<file path="src/dma_regs_pkg.sv">
package dma_regs_pkg;

	// ****************************************************************
	// register map, byte addresses
	// ****************************************************************
	localparam logic [7:0]  RX_BASE_OFFSET   = 8'h18; // receive_list_base
	localparam logic [7:0]  TX_BASE_OFFSET   = 8'h20; // transmit_list_base
	localparam logic [7:0]  STATUS_OFFSET    = 8'h28; // host_status
	localparam logic [7:0]  MASK_OFFSET      = 8'h38; // interrupt mask
	localparam int          ADDR_W           = 8;     // byte address width
	localparam int          DATA_W           = 32;    // bus data width

	// ****************************************************************
	// field layout
	// ****************************************************************
	localparam int          FLAG_W           = 14;    // flags live in 13:0
	localparam int          ERR_LSB          = 23;    // error type 25:23
	localparam int          TX_STATE_LSB     = 20;    // transmit state 22:20
	localparam int          RX_STATE_LSB     = 17;    // receive state 19:17
	localparam int          NORMAL_SUM_BIT   = 16;    // normal summary
	localparam int          ABNORMAL_SUM_BIT = 15;    // abnormal summary
	localparam int          TX_DONE_BIT      = 0;     // transmit done
	localparam int          RX_STOPPED_BIT   = 8;     // receive stopped
	localparam int          EARLY_TX_BIT     = 10;    // early transmit
	localparam int          TIMER_BIT        = 11;    // timer expired
	localparam int          FATAL_BIT        = 13;    // fatal bus error
	localparam logic [13:0] FLAG_IMPL        = 14'h2FEF; // implemented flags
	localparam logic [13:0] NORMAL_GROUP     = 14'h0845; // bits 0,2,6,11
	localparam logic [13:0] ABNORMAL_GROUP   = 14'h27AA; // 1,3,5,7,8,9,10,13
	localparam logic [31:0] BASE_ALIGN_MASK  = 32'hFFFFFFFC; // longword align

	// ****************************************************************
	// reset values and codes
	// ****************************************************************
	localparam logic [31:0] BASE_RESET       = 32'h00000000; // list bases
	localparam logic [13:0] FLAG_RESET       = 14'h0000;     // flags
	localparam logic [13:0] MASK_RESET       = 14'h0000;     // all masked
	localparam logic [2:0]  STATE_STOPPED    = 3'h0;         // stopped code
	localparam logic [2:0]  ERR_RESET        = 3'h0;         // error type
	localparam logic [31:0] UNMAPPED_DATA    = 32'h00000000; // unmapped read

endpackage : dma_regs_pkg

</file>
<file path="src/reg_access_if.sv">
`timescale 1ns/1ns
// ****************************************************************
// decoded register access between bus slave and register bank
// ****************************************************************
interface reg_access_if;
	logic        wr_stb; // write commits this edge
	logic        rd_stb; // read data captured this edge
	logic [7:0]  addr;   // byte address
	logic [31:0] wdata;  // write data
	logic [3:0]  be;     // byte enables
	logic [31:0] rdata;  // read data from bank

	modport bus_side (output wr_stb, rd_stb, addr, wdata, be, input rdata);
	modport reg_side (input wr_stb, rd_stb, addr, wdata, be, output rdata);
endinterface : reg_access_if

</file>
<file path="src/avalon_slave.sv">
`timescale 1ns/1ns
// ****************************************************************
// avalon-mm slave, one wait state on every access
// ****************************************************************
module avalon_slave (
	input  wire logic        clk,             // system clock
	input  wire logic        rst_n,           // synchronised reset
	input  wire logic [7:0]  avs_address,     // byte address
	input  wire logic        avs_read,        // read request
	input  wire logic        avs_write,       // write request
	input  wire logic [31:0] avs_writedata,   // write data
	input  wire logic [3:0]  avs_byteenable,  // byte enables
	output logic      [31:0] avs_readdata,    // read data, registered
	output logic             avs_waitrequest, // stall, registered
	reg_access_if.bus_side   acc              // decoded access
);
	// waitrequest idles high so a request is always held one edge
	always_ff @(posedge clk or negedge rst_n) begin
		if (!rst_n) begin
			avs_waitrequest <= 1'b1;
		end else begin
			avs_waitrequest <= !((avs_read || avs_write) && avs_waitrequest);
		end
	end

	// read data lands on the edge that drops waitrequest
	always_ff @(posedge clk or negedge rst_n) begin
		if (!rst_n) begin
			avs_readdata <= 32'h00000000;
		end else if (acc.rd_stb) begin
			avs_readdata <= acc.rdata;
		end
	end

	assign acc.rd_stb = avs_read && avs_waitrequest;   // capture edge
	assign acc.wr_stb = avs_write && !avs_waitrequest; // master's sample edge
	assign acc.addr   = avs_address;
	assign acc.wdata  = avs_writedata;
	assign acc.be     = avs_byteenable;
endmodule : avalon_slave

</file>
<file path="src/status_flags.sv">
`timescale 1ns/1ns
// ****************************************************************
// sticky event flags, set beats clear
// ****************************************************************
module status_flags (
	input  wire logic        clk,     // system clock
	input  wire logic        rst_n,   // synchronised reset
	input  wire logic [13:0] set_vec, // hardware events
	input  wire logic [13:0] clr_vec, // clears from software or hardware
	output logic      [13:0] flags    // sticky flags
);
	genvar i;
	generate
		for (i = 0; i < dma_regs_pkg::FLAG_W; i++) begin : g_flag
			// an event in the clear cycle is kept
			always_ff @(posedge clk or negedge rst_n) begin
				if (!rst_n) begin
					flags[i] <= dma_regs_pkg::FLAG_RESET[i];
				end else if (set_vec[i]) begin
					flags[i] <= 1'b1;
				end else if (clr_vec[i]) begin
					flags[i] <= 1'b0;
				end
			end
		end
	endgenerate
endmodule : status_flags

</file>
<file path="src/descriptor_base_and_status.sv">
// The Avalon-MM register port was chosen for this implementation.
`timescale 1ns/1ns
// ****************************************************************
// descriptor list bases and host status register
// ****************************************************************
module descriptor_base_and_status (
	input  wire logic        ref_clk,           // 25 MHz system clock
	input  wire logic        arst_n,            // async reset, active low
	input  wire logic [7:0]  avs_address,       // byte address
	input  wire logic        avs_read,          // read request
	input  wire logic        avs_write,         // write request
	input  wire logic [31:0] avs_writedata,     // write data
	input  wire logic [3:0]  avs_byteenable,    // byte enables
	output logic      [31:0] avs_readdata,      // read data
	output logic             avs_waitrequest,   // bus stall
	input  wire logic [13:0] event_pulse,       // per-flag event pulses
	input  wire logic        system_error,      // fatal bus error pulse
	input  wire logic [2:0]  system_error_type, // cause of system error
	input  wire logic [2:0]  transmit_state,    // transmit process state
	input  wire logic [2:0]  receive_state,     // receive process state
	output logic      [31:0] receive_list_base, // receive list start
	output logic      [31:0] transmit_list_base,// transmit list start
	output logic             bus_halt,          // stop all dma accesses
	output logic             irq                // interrupt request, level
);

	// ****************************************************************
	// reset release
	// ****************************************************************
	logic        rst_meta_reg;   // first synchroniser stage
	logic        rst_sync_reg;   // released reset used everywhere

	// assert at once, release after two edges to avoid recovery hazards
	always_ff @(posedge ref_clk or negedge arst_n) begin
		if (!arst_n) begin
			rst_meta_reg <= 1'b0;
			rst_sync_reg <= 1'b0;
		end else begin
			rst_meta_reg <= 1'b1;
			rst_sync_reg <= rst_meta_reg;
		end
	end

	// ****************************************************************
	// bus slave
	// ****************************************************************
	reg_access_if acc ();            // decoded register access

	avalon_slave u_slave (
		.clk             (ref_clk),
		.rst_n           (rst_sync_reg),
		.avs_address     (avs_address),
		.avs_read        (avs_read),
		.avs_write       (avs_write),
		.avs_writedata   (avs_writedata),
		.avs_byteenable  (avs_byteenable),
		.avs_readdata    (avs_readdata),
		.avs_waitrequest (avs_waitrequest),
		.acc             (acc)
	);

	// ****************************************************************
	// write decode
	// ****************************************************************
	logic [31:0] be_mask;        // byte enables spread to bits
	logic        wr_rx_base;     // write hits receive base
	logic        wr_tx_base;     // write hits transmit base
	logic        wr_status;      // write hits status
	logic        wr_mask;        // write hits mask

	// byte lanes expand to a 32-bit mask
	always_comb begin
		be_mask = {{8{acc.be[3]}}, {8{acc.be[2]}}, {8{acc.be[1]}}, {8{acc.be[0]}}};
	end

	// unmapped writes fall through every compare and are dropped
	assign wr_rx_base = acc.wr_stb && (acc.addr == dma_regs_pkg::RX_BASE_OFFSET);
	assign wr_tx_base = acc.wr_stb && (acc.addr == dma_regs_pkg::TX_BASE_OFFSET);
	assign wr_status  = acc.wr_stb && (acc.addr == dma_regs_pkg::STATUS_OFFSET);
	assign wr_mask    = acc.wr_stb && (acc.addr == dma_regs_pkg::MASK_OFFSET);

	// ****************************************************************
	// descriptor list base registers
	// ****************************************************************
	logic [31:0] rx_base_next;   // merged receive base
	logic [31:0] tx_base_next;   // merged transmit base

	// merge enabled lanes, then force longword alignment
	always_comb begin
		rx_base_next = (receive_list_base & ~be_mask) | (acc.wdata & be_mask);
		rx_base_next = rx_base_next & dma_regs_pkg::BASE_ALIGN_MASK;
		tx_base_next = (transmit_list_base & ~be_mask) | (acc.wdata & be_mask);
		tx_base_next = tx_base_next & dma_regs_pkg::BASE_ALIGN_MASK;
	end

	// receive base; writes land in any receive state, nothing gates them,
	// so software must write it only while receive is stopped
	always_ff @(posedge ref_clk or negedge rst_sync_reg) begin
		if (!rst_sync_reg) begin
			receive_list_base <= dma_regs_pkg::BASE_RESET;
		end else if (wr_rx_base) begin
			receive_list_base <= rx_base_next;
		end
	end

	// transmit base, same handling as receive
	always_ff @(posedge ref_clk or negedge rst_sync_reg) begin
		if (!rst_sync_reg) begin
			transmit_list_base <= dma_regs_pkg::BASE_RESET;
		end else if (wr_tx_base) begin
			transmit_list_base <= tx_base_next;
		end
	end

	// ****************************************************************
	// process state capture
	// ****************************************************************
	logic [2:0]  tx_state_reg;   // transmit state for readback
	logic [2:0]  rx_state_reg;   // receive state for readback

	// state fields are copies; the receive copy also feeds receive stopped detection
	always_ff @(posedge ref_clk or negedge rst_sync_reg) begin
		if (!rst_sync_reg) begin
			tx_state_reg <= dma_regs_pkg::STATE_STOPPED;
			rx_state_reg <= dma_regs_pkg::STATE_STOPPED;
		end else begin
			tx_state_reg <= transmit_state;
			rx_state_reg <= receive_state;
		end
	end

	// ****************************************************************
	// receive stopped detection
	// ****************************************************************
	logic        rx_enter_stop;  // receive just entered stopped

	// previous value starts at stopped, so reset itself is no entry
	assign rx_enter_stop = (receive_state == dma_regs_pkg::STATE_STOPPED) &&
	                       (rx_state_reg != dma_regs_pkg::STATE_STOPPED);

	// ****************************************************************
	// fatal bus error handling
	// ****************************************************************
	logic [2:0]  err_type_reg;   // cause of last system error

	// cause is latched with the event and held until the next one
	always_ff @(posedge ref_clk or negedge rst_sync_reg) begin
		if (!rst_sync_reg) begin
			err_type_reg <= dma_regs_pkg::ERR_RESET;
		end else if (system_error) begin
			err_type_reg <= system_error_type;
		end
	end

	// halt is sticky until reset: clearing the flag does not make the
	// bus safe again, software must reset the controller
	always_ff @(posedge ref_clk or negedge rst_sync_reg) begin
		if (!rst_sync_reg) begin
			bus_halt <= 1'b0;
		end else if (system_error) begin
			bus_halt <= 1'b1;
		end
	end

	// ****************************************************************
	// event flags
	// ****************************************************************
	logic [13:0] flag_set;       // hardware sets
	logic [13:0] flag_clr;       // software and automatic clears
	logic [13:0] flags;          // sticky flags
	logic [13:0] w1c_bits;       // ones written to status

	// build set vector; only implemented positions can ever set
	always_comb begin
		flag_set = event_pulse & dma_regs_pkg::FLAG_IMPL;
		// timer expiry and fifo load come in on their own positions
		flag_set[dma_regs_pkg::TIMER_BIT]      = event_pulse[dma_regs_pkg::TIMER_BIT];
		flag_set[dma_regs_pkg::EARLY_TX_BIT]   = event_pulse[dma_regs_pkg::EARLY_TX_BIT];
		flag_set[dma_regs_pkg::RX_STOPPED_BIT] = rx_enter_stop;
		flag_set[dma_regs_pkg::FATAL_BIT]      = system_error;
	end

	// software clears with ones; transmit done clears early transmit
	always_comb begin
		w1c_bits = wr_status ? (acc.wdata[13:0] & be_mask[13:0]) : 14'h0000;
		flag_clr = w1c_bits;
		flag_clr[dma_regs_pkg::EARLY_TX_BIT] = w1c_bits[dma_regs_pkg::EARLY_TX_BIT] ||
		                                      flag_set[dma_regs_pkg::TX_DONE_BIT];
	end

	status_flags u_flags (
		.clk     (ref_clk),
		.rst_n   (rst_sync_reg),
		.set_vec (flag_set),
		.clr_vec (flag_clr),
		.flags   (flags)
	);

	// ****************************************************************
	// interrupt mask and summaries
	// ****************************************************************
	logic [13:0] mask_reg;       // one enables the flag
	logic [13:0] mask_next;      // merged mask write
	logic [13:0] live_flags;     // unmasked flags
	logic        normal_summary;  // normal group summary
	logic        abnormal_summary;// abnormal group summary

	// mask follows flag layout; unimplemented bits stay zero
	always_comb begin
		mask_next = (mask_reg & ~be_mask[13:0]) | (acc.wdata[13:0] & be_mask[13:0]);
		mask_next = mask_next & dma_regs_pkg::FLAG_IMPL;
	end

	// mask register
	always_ff @(posedge ref_clk or negedge rst_sync_reg) begin
		if (!rst_sync_reg) begin
			mask_reg <= dma_regs_pkg::MASK_RESET;
		end else if (wr_mask) begin
			mask_reg <= mask_next;
		end
	end

	// summaries are pure functions of flags and mask, never stored,
	// so they can not go stale against the flags they report
	assign live_flags       = flags & mask_reg;
	assign normal_summary   = |(live_flags & dma_regs_pkg::NORMAL_GROUP);
	assign abnormal_summary = |(live_flags & dma_regs_pkg::ABNORMAL_GROUP);

	// request trails the summaries by one edge to come from a flop
	always_ff @(posedge ref_clk or negedge rst_sync_reg) begin
		if (!rst_sync_reg) begin
			irq <= 1'b0;
		end else begin
			irq <= normal_summary || abnormal_summary;
		end
	end

	// ****************************************************************
	// read mux
	// ****************************************************************
	logic [31:0] status_word;    // assembled status register

	// status assembly; state and error fields are read only
	always_comb begin
		status_word = 32'h00000000;
		status_word[13:0] = flags & dma_regs_pkg::FLAG_IMPL;
		status_word[dma_regs_pkg::ABNORMAL_SUM_BIT] = abnormal_summary;
		status_word[dma_regs_pkg::NORMAL_SUM_BIT]   = normal_summary;
		status_word[dma_regs_pkg::RX_STATE_LSB +: 3] = rx_state_reg;
		status_word[dma_regs_pkg::TX_STATE_LSB +: 3] = tx_state_reg;
		status_word[dma_regs_pkg::ERR_LSB +: 3]      = err_type_reg;
	end

	// reads have no side effect on any flag
	always_comb begin
		unique case (acc.addr)
			dma_regs_pkg::RX_BASE_OFFSET: begin
				acc.rdata = receive_list_base;
			end
			dma_regs_pkg::TX_BASE_OFFSET: begin
				acc.rdata = transmit_list_base;
			end
			dma_regs_pkg::STATUS_OFFSET: begin
				acc.rdata = status_word;
			end
			dma_regs_pkg::MASK_OFFSET: begin
				acc.rdata = {18'h00000, mask_reg};
			end
			default: begin
				acc.rdata = dma_regs_pkg::UNMAPPED_DATA; // unmapped
			end
		endcase
	end

endmodule : descriptor_base_and_status

</file>
<file path="config.mk">
export PLATFORM = sky130hd
export DESIGN_NAME = descriptor_base_and_status
export DESIGN_NICKNAME = d
export VERILOG_FILES = /design/src/dma_regs_pkg.sv /design/src/reg_access_if.sv /design/src/avalon_slave.sv /design/src/status_flags.sv /design/src/descriptor_base_and_status.sv
export SDC_FILE = /design/constraint.sdc
export NUM_CORES = 1
export LEC_CHECK = 0
export BUFFER_PORTS_ARGS = -buffer_cell sky130_fd_sc_hd__buf_4
export CORE_MARGIN = 4
export CORE_UTILIZATION = 25
export DETAILED_ROUTE_END_ITERATION = 7
export SYNTH_ARGS = -nofsm -noshare
export SYNTH_HDL_FRONTEND = slang
export SYNTH_HIERARCHICAL = 1
export SYNTH_SLANG_ARGS = --single-unit
</file>
<file path="constraint.sdc">
create_clock -name ref_clk -period 5.25 [get_ports ref_clk]
set_input_delay 1.05 -clock ref_clk [delete_from_list [all_inputs] [get_ports ref_clk]]
set_output_delay 1.05 -clock ref_clk [all_outputs]
set_load 0.02 [all_outputs]
</file>
==> results of run 1 <==
[cell usage in the layout, fill, tap and decap left out, types with 6 or more instances in the layout]
cell and count:
buf_4 169, dfrtp_1 128, mux2_2 77, nand2_1 39, mux2_4 29, clkbuf_16 17
inv_1 16, a22oi_1 13, a22o_1 12, a21o_1 12, and2_1 11, mux2i_1 10
a2bb2oi_1 7, clkbuf_8 6
[critical path, stage by stage]
cell       delay, ps
buf_4            270
or4b_1           750
nor3_2           840
buf_4            400
a2bb2oi_1        110
nand2_1           80
mux2_4           130
[worst paths after layout]
| path | startpoint | to |
|---|---|---|
| worst max register to register | u_slave/avs_waitrequest$_DFF_PN1_ | flip-flop |
| min in group asynchronous | arst_n | rst_sync_reg$_DFF_PN0_ |
| worst max-delay path | avs_address[3] | u_slave/avs_readdata[5]$_DFFE_PN0P_ |
| worst min register to register | rst_meta_reg$_DFF_PN0_ | rst_sync_reg$_DFF_PN0_ |
| worst min-delay path | rst_meta_reg$_DFF_PN0_ | rst_sync_reg$_DFF_PN0_ |
| max in group asynchronous | rst_sync_reg$_DFF_PN0_ | u_flags/flags[1]$_DFFE_PN0P_ |
[metal layers]
metal	global-route usage [%]	routed length, um	vias to the layer above
met3	3.96	1010	23
met2	20.2	8140	119
li1	-	-	1841
met5	0	7	-
met1	17.0	7710	2000
met4	4.73	376	2
[metrics by stage]
step / hold WS (ps) / setup WS (ps)
4_1_cts: 348 / 1920
3_3_place_gp: 336 / 1490
5_1_grt: 356 / 1850
3_5_place_dp: 335 / 1490
6_report: 347 / 1950
2_1_floorplan: 331 / 1360
[power by group through the flow]
stage                     combinational (mW)  clock, mW  sequential [mW]
final                                  0.149       1.26             1.04
after global routing                   0.162       1.34             1.04
after CTS                              0.153       1.30             1.04
after detailed placement               0.153          0             1.06
after global placement                 0.152          0             1.06
after floorplan                       0.0831          0             1.07
[cell type report]
type | instances | area share (%)
sequential | 130 | 41.0
tap | 319 | 5.03
multi-input combinational | 255 | 29.4
timing repair buffer | 169 | 16.0
inverter | 16 | 0.756
clock inverter | 4 | 1.20
clock buffer | 27 | 6.58
==> impl_results.md, run 1 <==
- Gr ovfl total: 0
- Post-CTS repair timing setup buffer count: 0
- Clk buf depth: 2
- Routed Wire Length: 17,200 um
- GRT Total Usage: 13.0%
- Worst hold path type: reg2reg
- Fin crit share: 62.9%
- RSZ-0062 raised after global routing: no
- Max-cap violations: 0
- Tightest Pin Transition: 941 ps
- CTS tree: built
- Root Driver: clkbuf_16
- Cell Count, Final, Fillers Out: 920
- Startpoint Class: input port
- Starting density of the core: 25.6%
- Antenna Nets Post-Route: 0
- Core Rows: 56
- Internal power: 1.91 mW
- Final Core Density: 33.5%
- Total net switching power: 0.533 mW
- Die Width: 164 um
- Die Height: 164 um
- Vias in the first global route: 4,095
- Pins Over Slew Limit: 0
- Design Area, Final: 0.00794 mm^2
- VDD IR max: 0.000151 V
- CTS clk-pin slew, worst paths: 60 ps
- Worst skew pair latency: 420 ps
- Power share of the combinational group: 6.1%
- Final nets: 661
- Reg power frac: 42.6%
- Pre-antenna DRT Iters: 4
- Cells after DPL: 889
- Skew final: 8.30 ps
- Power Dens Cells: 308 mW/mm^2
- Filler cells: 2,419
- Top-Level Pins: 171
- Pin count of the biggest net entering global routing: 71
- Detailed Route Iter0 Violations: 148
- Crit path arrival time: 3660 ps
- Worst Reg-to-Reg Cells: 5
- Worst slew margin: 37.3%
- Synthesized instance count: 461
- Post-DR vias/cell: 4.33
- Syn_area_per_cell: 13.1 um^2
- Multi-input logic area: 0.00234 mm^2
- CTS Sinks: 130
- Fin crit period: 3300 ps
- Leakage: 4.03 nW
- Max frequency: 303 MHz
- # DRC: 0
- Critical Path RT: 5610 ps
- YS warnings: 6
- Sum Neg Setup Slack: 0 ps
- Detailed placement HPWL: 12,500 um
- DR vias: 3,985
- Die area: 0.0268 mm^2
- Htree depth: 4
- Clock Power Share: 51.3%
- Post-CTS sizing: 0
- Final setup fails: 0
- Area Overhead vs Synth: 31.1%
- Initial antenna violation count: 1
- Share of layout cells above drive strength 1: 53.2%
- First-pass GRT wire length: 25,400 um
- Routed length per instance: 18.7 um
- Reg-to-reg slack, setup: 2930 ps
- Register Area: 0.00326 mm^2
- Total power draw: 2.45 mW
- Worst Setup End Kind: flip-flop
- Ant diodes: 0
- WS Path Type: in2reg
- Placement Cell Area: 0.00732 mm^2
- CTS Hold Buffers Added: 0
- Port Buffers: 162
- Synthesized cell area: 0.00606 mm^2
- Routability cong.: 0.726
- Sw frac: 21.8%
- CORE AREA: 0.0237 mm^2
- Hold path depth: 0
- Clock buffer count from CTS: 17
- Final Hold Fails: 0
- CP Max Fanout: 15
- Outcome: finished, final reports clean
Power figures use the tool's default switching activity.
==> run 2: changes to the inputs <==
Settings changed: ABC_AREA set to 1.
Clock period 5.25 ns to 3.4 ns, I/O delays scaled along.
==> run 2 against run 1 <==
Against the previous run:
- largest power group unchanged
- critical endpoint is now avs_waitrequest
- die area increased by 10%
- clock skew increased by 3.0 ps
- largest cell class unchanged
- clock power increased by 43%
- via count increased by 50%
==> impl_results.md, run 2 <==
- Outcome: finished, final reports clean
- CP Buf/Inv Count: 1 (-1)
- Placement Cell Area: 0.00781 mm^2 (+6.7%)
- Cell breakdown of the critical path: buf_4
- CTS Hold Buffers Added: 0 (unchanged)
- Antenna Nets Post-Route: 0 (unchanged)
- Post-DR vias/cell: 4.56 (+5.2%)
- CTS clk-pin slew, worst paths: 60 ps (about the same)
- Clock buffer count from CTS: 17 (unchanged)
- YS warnings: 6 (unchanged)
- Top delay family on crit path: flip-flops
- Root Driver: clkbuf_16
- Final nets: 1,035 (+57%)
- DR vias: 5,976 (+50%)
- Hold WS: 29.6 ps (-317 ps)
- Vias in the first global route: 5,718 (+40%)
- Detailed placement HPWL: 15,600 um (+24%)
- Crit path arrival time: 1390 ps (-2270 ps)
- Die Height: 172 um (+5.0%)
- Routed length per instance: 16.7 um (-11%)
- VDD IR max: 0.000228 V (+51%)
- Worst skew pair latency: 420 ps (about the same)
- Share of layout cells above drive strength 1: 23.8% (-29 points)
- Tightest Pin Transition: 922 ps (-18.4 ps)
- Reg power frac: 43.3% (+0.7 points)
- # DRC: 0 (unchanged)
- Initial antenna violation count: 0 (-1)
- Fin crit share: 61.0%
- Sum Neg Setup Slack: 0 ps (unchanged)
- Fin crit period: 2070 ps
- Pin count of the biggest net entering global routing: 76 (+7.0%)
- Slowest cell on the critical path: dfstp_2
- Critical Path Max Stage Delay: 760 ps (-80 ps)
- Die Width: 172 um (+5.0%)
- Leakage: 4.67 nW (+16%)
- Worst slew margin: 38.3% (+1.0 points)
- GRT Total Usage: 14.7% (+1.7 points)
- Power share of the combinational group: 8.0% (+1.9 points)
- CTS tree: built
- Syn_area_per_cell: 7.80 um^2 (-41%)
- First-pass GRT wire length: 33,400 um (+31%)
- Clk buf depth: 2 (unchanged)
- Sw frac: 25.5% (+3.7 points)
- RSZ-0062 raised after global routing: no
- Area Overhead vs Synth: 25.0%
- Power Dens Cells: 441 mW/mm^2 (+43%)
- Routed Wire Length: 21,900 um (+27%)
- Ant diodes: 0 (unchanged)
- Detailed Route Iter0 Violations: 458 (+210%)
- Top-Level Pins: 171 (unchanged)
- Worst Setup End Kind: output pin
- Skew final: 11.3 ps (+2.99 ps)
- Max-cap violations: 0 (unchanged)
- CP Max Fanout: 14 (-1)
- Worst hold path type: in2async
- Pins Over Slew Limit: 0 (unchanged)
- Clock Power Share: 48.7% (-2.6 points)
- Final Hold Fails: 0 (unchanged)
- Most frequent cells in the layout: 365 x nand2_1, 173 x buf_4, 128 x dfrtp_1, 79 x nand3_1, 77 x nand4_1
- Routability cong.: 0.811 (+12%)
- Critical Path RT: 2720 ps (-2890 ps)
- Post-CTS sizing: 0 (unchanged)
- Max frequency: 482 MHz
- Starting density of the core: 25.6% (+0.038 points)
- CTS Sinks: 130 (unchanged)
- Most common cell after layout, fill and taps aside: nand2_1
- Design Area, Final: 0.00840 mm^2 (+5.7%)
- Htree depth: 4 (unchanged)
- Pre-antenna DRT Iters: 5 (+1)
- Final setup fails: 0 (unchanged)
- Startpoint Class: flip-flop
- Port Buffers: 162 (unchanged)
- Die area: 0.0295 mm^2 (+10%)
- WS Path Type: reg2out
- Gr ovfl total: 0 (unchanged)
- Synthesized instance count: 861 (+87%)
- Core Rows: 59 (+5.4%)
- Internal power: 2.76 mW (+44%)
- Post-CTS repair timing setup buffer count: 0 (unchanged)
- Synthesized cell area: 0.00672 mm^2 (+11%)
- Total net switching power: 0.945 mW (+77%)
- CORE AREA: 0.0262 mm^2 (+11%)
run 2: per-stage QoR:
step / power, mW / setup slack [ps] / util (%) / cells
after floorplan: 1.83 / 1240 / - / 864
after global placement: 1.93 / 955 / 29.8 / 1279
after detailed placement: 1.94 / 925 / 29.8 / 1279
after CTS: 3.77 / 1310 / 32.0 / 1311
after global routing: 3.86 / 1210 / 32.0 / 1311
final: 3.71 / 1330 / 32.0 / 1311
run 2: metal layers:
| layer | vias to the layer above | global-route usage [%] | wire length (um) |
|---|---|---|---|
| met3 | 17 | 3.48 | 1350 |
| met5 | - | 0 | 0 |
| met2 | 181 | 22.1 | 9740 |
| met1 | 2879 | 21.3 | 10500 |
| met4 | 0 | 4.03 | 315 |
| li1 | 2899 | - | - |
run 2: path summary, 6_finish.rpt:
check	slack (ps)	endpoint	cells after the start	startpoint
max reg2reg	1450	flip-flop	5	u_slave/avs_waitrequest$_DFF_PN1_
max in group asynchronous	2400	u_slave/avs_readdata[3]$_DFFE_PN0P_	1	rst_sync_reg$_DFF_PN0_
min reg2reg	180	tx_state_reg[0]$_DFF_PN0_	0	rst_sync_reg$_DFF_PN0_
min in group ref_clk	350	rst_sync_reg$_DFF_PN0_	0	rst_meta_reg$_DFF_PN0_
min	30	rst_sync_reg$_DFF_PN0_	1	arst_n
max	1330	avs_waitrequest	1	u_slave/avs_waitrequest$_DFF_PN1_
run 2: power groups by stage:
stage | combinational, mW | clock [mW] | sequential (mW)
after global routing | 0.328 | 1.93 | 1.61
after detailed placement | 0.305 | 0 | 1.63
after global placement | 0.302 | 0 | 1.63
after floorplan | 0.178 | 0 | 1.66
final | 0.298 | 1.80 | 1.60
after CTS | 0.305 | 1.86 | 1.60
run 2: layout make-up:
class                   count  area (um^2)
repair buffers            174         1320
clock inverters            11          101
fillers                  2831        17800
clock buffers              21          480
well taps                 335          419
multi-input cells         574         2570
inverters                  66          248
flip-flops and latches    130         3260
==> run 3: changes to the inputs <==
Clock period 3.4 ns to 1.75 ns, I/O delays scaled along.
==> run 3 against run 2 <==
Against the previous run:
- critical path depth grew 1
- worst hold slack better by 6.2 ps
- clock power up 89%
- sequential cell count unchanged
- worst setup slack got worse by 1300 ps
- critical endpoint unchanged
- largest power group unchanged
==> impl_results.md, run 3 (synthesis gave the netlist of run 2 again) <==
- Tightest Pin Transition: 517 ps (-405 ps)
- CORE AREA: 0.0262 mm^2 (unchanged)
- Filler cells: 2,804 (-0.95%)
- Worst skew pair latency: 420 ps (about the same)
- Met3 WL: 1490 um (+10%)
- Register Area: 0.00326 mm^2 (unchanged)
- CTS tree: built
- Worst hold path type: in2reg
- Worst Reg-to-Reg Cells: 5 (unchanged)
- CTS Sinks: 130 (unchanged)
- Met2 routed WL: 9740 um (about the same)
- Critical Path RT: 1400 ps (-1320 ps)
- Hold wc startpoint: transmit_state[2]
- Clock buffer count from CTS: 17 (unchanged)
- DR vias: 6,023 (+0.79%)
- Die area: 0.0295 mm^2 (unchanged)
- GRT Total Usage: 14.8% (+0.12 points)
- Routed Wire Length: 21,900 um (about the same)
- Reg-to-reg slack, setup: 150 ps (-1300 ps)
- Detailed Route Iter0 Violations: 524 (+14%)
- RSZ-0062 raised after global routing: no
- Die Width: 172 um (unchanged)
- Fin crit period: 1680 ps
- Post-DR vias/cell: 4.54 (-0.50%)
- Multi-input logic area: 0.00257 mm^2 (unchanged)
- Startpoint Class: flip-flop
- Hold path depth: 1
- Pins Over Slew Limit: 0 (unchanged)
- Power Dens Cells: 826 mW/mm^2 (+87%)
- Max Used Layer: met4
- Starting density of the core: 25.6% (unchanged)
- Top-Level Pins: 171 (unchanged)
- CTS clk-pin slew, worst paths: 60 ps (about the same)
- Initial antenna violation count: 0 (unchanged)
- Met1 wire length: 10,300 um (-1.7%)
- Crit path arrival time: 1330 ps (-60 ps)
- Routed length per instance: 16.5 um (-1.3%)
- Share of layout cells above drive strength 1: 25.0% (+1.2 points)
- Pin count of the biggest net entering global routing: 49 (-36%)
- Routability cong.: 0.803 (-0.90%)
- Area Overhead vs Synth: 28.7%
- Final setup fails: 0 (unchanged)
- Fin crit share: 95.9%
- Htree depth: 4 (unchanged)
- Worst slew margin: 65.4% (+27 points)
- Worst Setup End Kind: output pin
- CP Max Fanout: 15 (+1)
- Gr ovfl total: 0 (unchanged)
- Vias in the first global route: 5,765 (+0.82%)
- Worst hold endpoint: tx_state_reg[2]$_DFF_PN0_
- Detailed placement HPWL: 15,900 um (+1.7%)
- VDD IR max: 0.000461 V (+100%)
- Die Height: 172 um (unchanged)
- Final nets: 1,052 (+1.6%)
- Cells after DPL: 1,295 (+1.3%)
- Max frequency: 596 MHz
- Skew final: 11.0 ps (-0.329 ps)
- Outcome: finished, final reports clean
- Core Rows: 59 (unchanged)
- Max-cap violations: 0 (unchanged)
- Antenna Nets Post-Route: 0 (unchanged)
- # DRC: 0 (unchanged)
- Pre-antenna DRT Iters: 5 (unchanged)
- WS Path Type: reg2out
- Most common cell after layout, fill and taps aside: nand2_1
- Leakage: 4.78 nW (+2.3%)
- Ant diodes: 0 (unchanged)
- Final Core Density: 33.0% (+0.94 points)
- Port Buffers: 162 (unchanged)
- Cell Count, Final, Fillers Out: 1,328 (+1.3%)
- Final Hold Fails: 0 (unchanged)
- Clk buf depth: 2 (unchanged)
- Most frequent cells in the layout: 365 x nand2_1, 178 x buf_4, 128 x dfrtp_1, 79 x nand3_1, 77 x nand4_1
- First-pass GRT wire length: 33,700 um (+0.91%)
- Root Driver: clkbuf_16
- Worst r2r src: u_slave/avs_waitrequest$_DFF_PN1_
run 3: changes by cell type in the layout (fill, tap and decap cells not counted), sizes merged:
cell,change
clkinv,+4
clkbuf,-4
dlygate4sd3,+1
buf,+16
run 3: cell type report:
type,count,area share (%)
Sequential cell,130,37.7
Multi-Input combinational cell,574,29.7
Timing Repair Buffer,191,18.4
Clock buffer,17,4.92
Tap cell,335,4.85
Inverter,66,2.87
Clock inverter,15,1.56
run 3: layer usage:
layer	up-vias	track usage, %
met5	-	0
met4	0	4.17
met2	192	21.9
met1	2885	21.4
met3	12	4.09
li1	2934	-
run 3: worst max path at each step:
| stage | start | end | slack [ps] | depth (start not counted) |
|---|---|---|---|---|
| 2_1_floorplan | u_slave/avs_waitrequest$_DFF_PN1_ | u_flags/flags[10]$_DFFE_PN0P_ | 100 | 10 |
| 3_3_place_gp | avs_address[1] | flip-flop | -110 | 8 |
| 3_5_place_dp | avs_address[1] | flip-flop | -110 | 8 |
| 4_1_cts | u_slave/avs_waitrequest$_DFF_PN1_ | avs_waitrequest | 2 | 2 |
| 5_1_grt | u_slave/avs_waitrequest$_DFF_PN1_ | avs_waitrequest | 10 | 2 |
| 6_report | u_slave/avs_waitrequest$_DFF_PN1_ | avs_waitrequest | 70 | 2 |
run 3: through the flow:
step / power, mW / hold slack, ps / setup slack (ps) / cell area, um^2 / setup TNS (ps)
after floorplan: 3.56 / 54.4 / 97.9 / 6730 / 0
after global placement: 3.78 / 133 / -106 / 8060 / -1340
after detailed placement: 3.79 / 135 / -110 / 8060 / -1900
after CTS: 7.24 / 16.5 / 1.98 / 8630 / 0
after global routing: 7.44 / 6.00 / 10.7 / 8640 / 0
final: 7.14 / 35.8 / 71.6 / 8640 / 0
run 3: power by group:
part	leakage [nW]	internal, mW	switching (mW)	total, mW
Combinational	2.78	0.228	0.398	0.626
Clock	0.279	1.97	1.44	3.40
Sequential	1.72	3.06	0.0507	3.11
run 3: what timing repair did:
action                                  4_1_cts  5_1_grt
gates resized for setup                       1        2
hold endpoints to repair                      2        0
hold buffers                                  1        0
setup buffers                                 0        0
cloned                                        0        0
endpoints found under the setup margin        1        1
run 3: critical path, stage by stage (launching register included):
cell     delay (ps)
dfstp_2         590
buf_12          170
buf_4           150
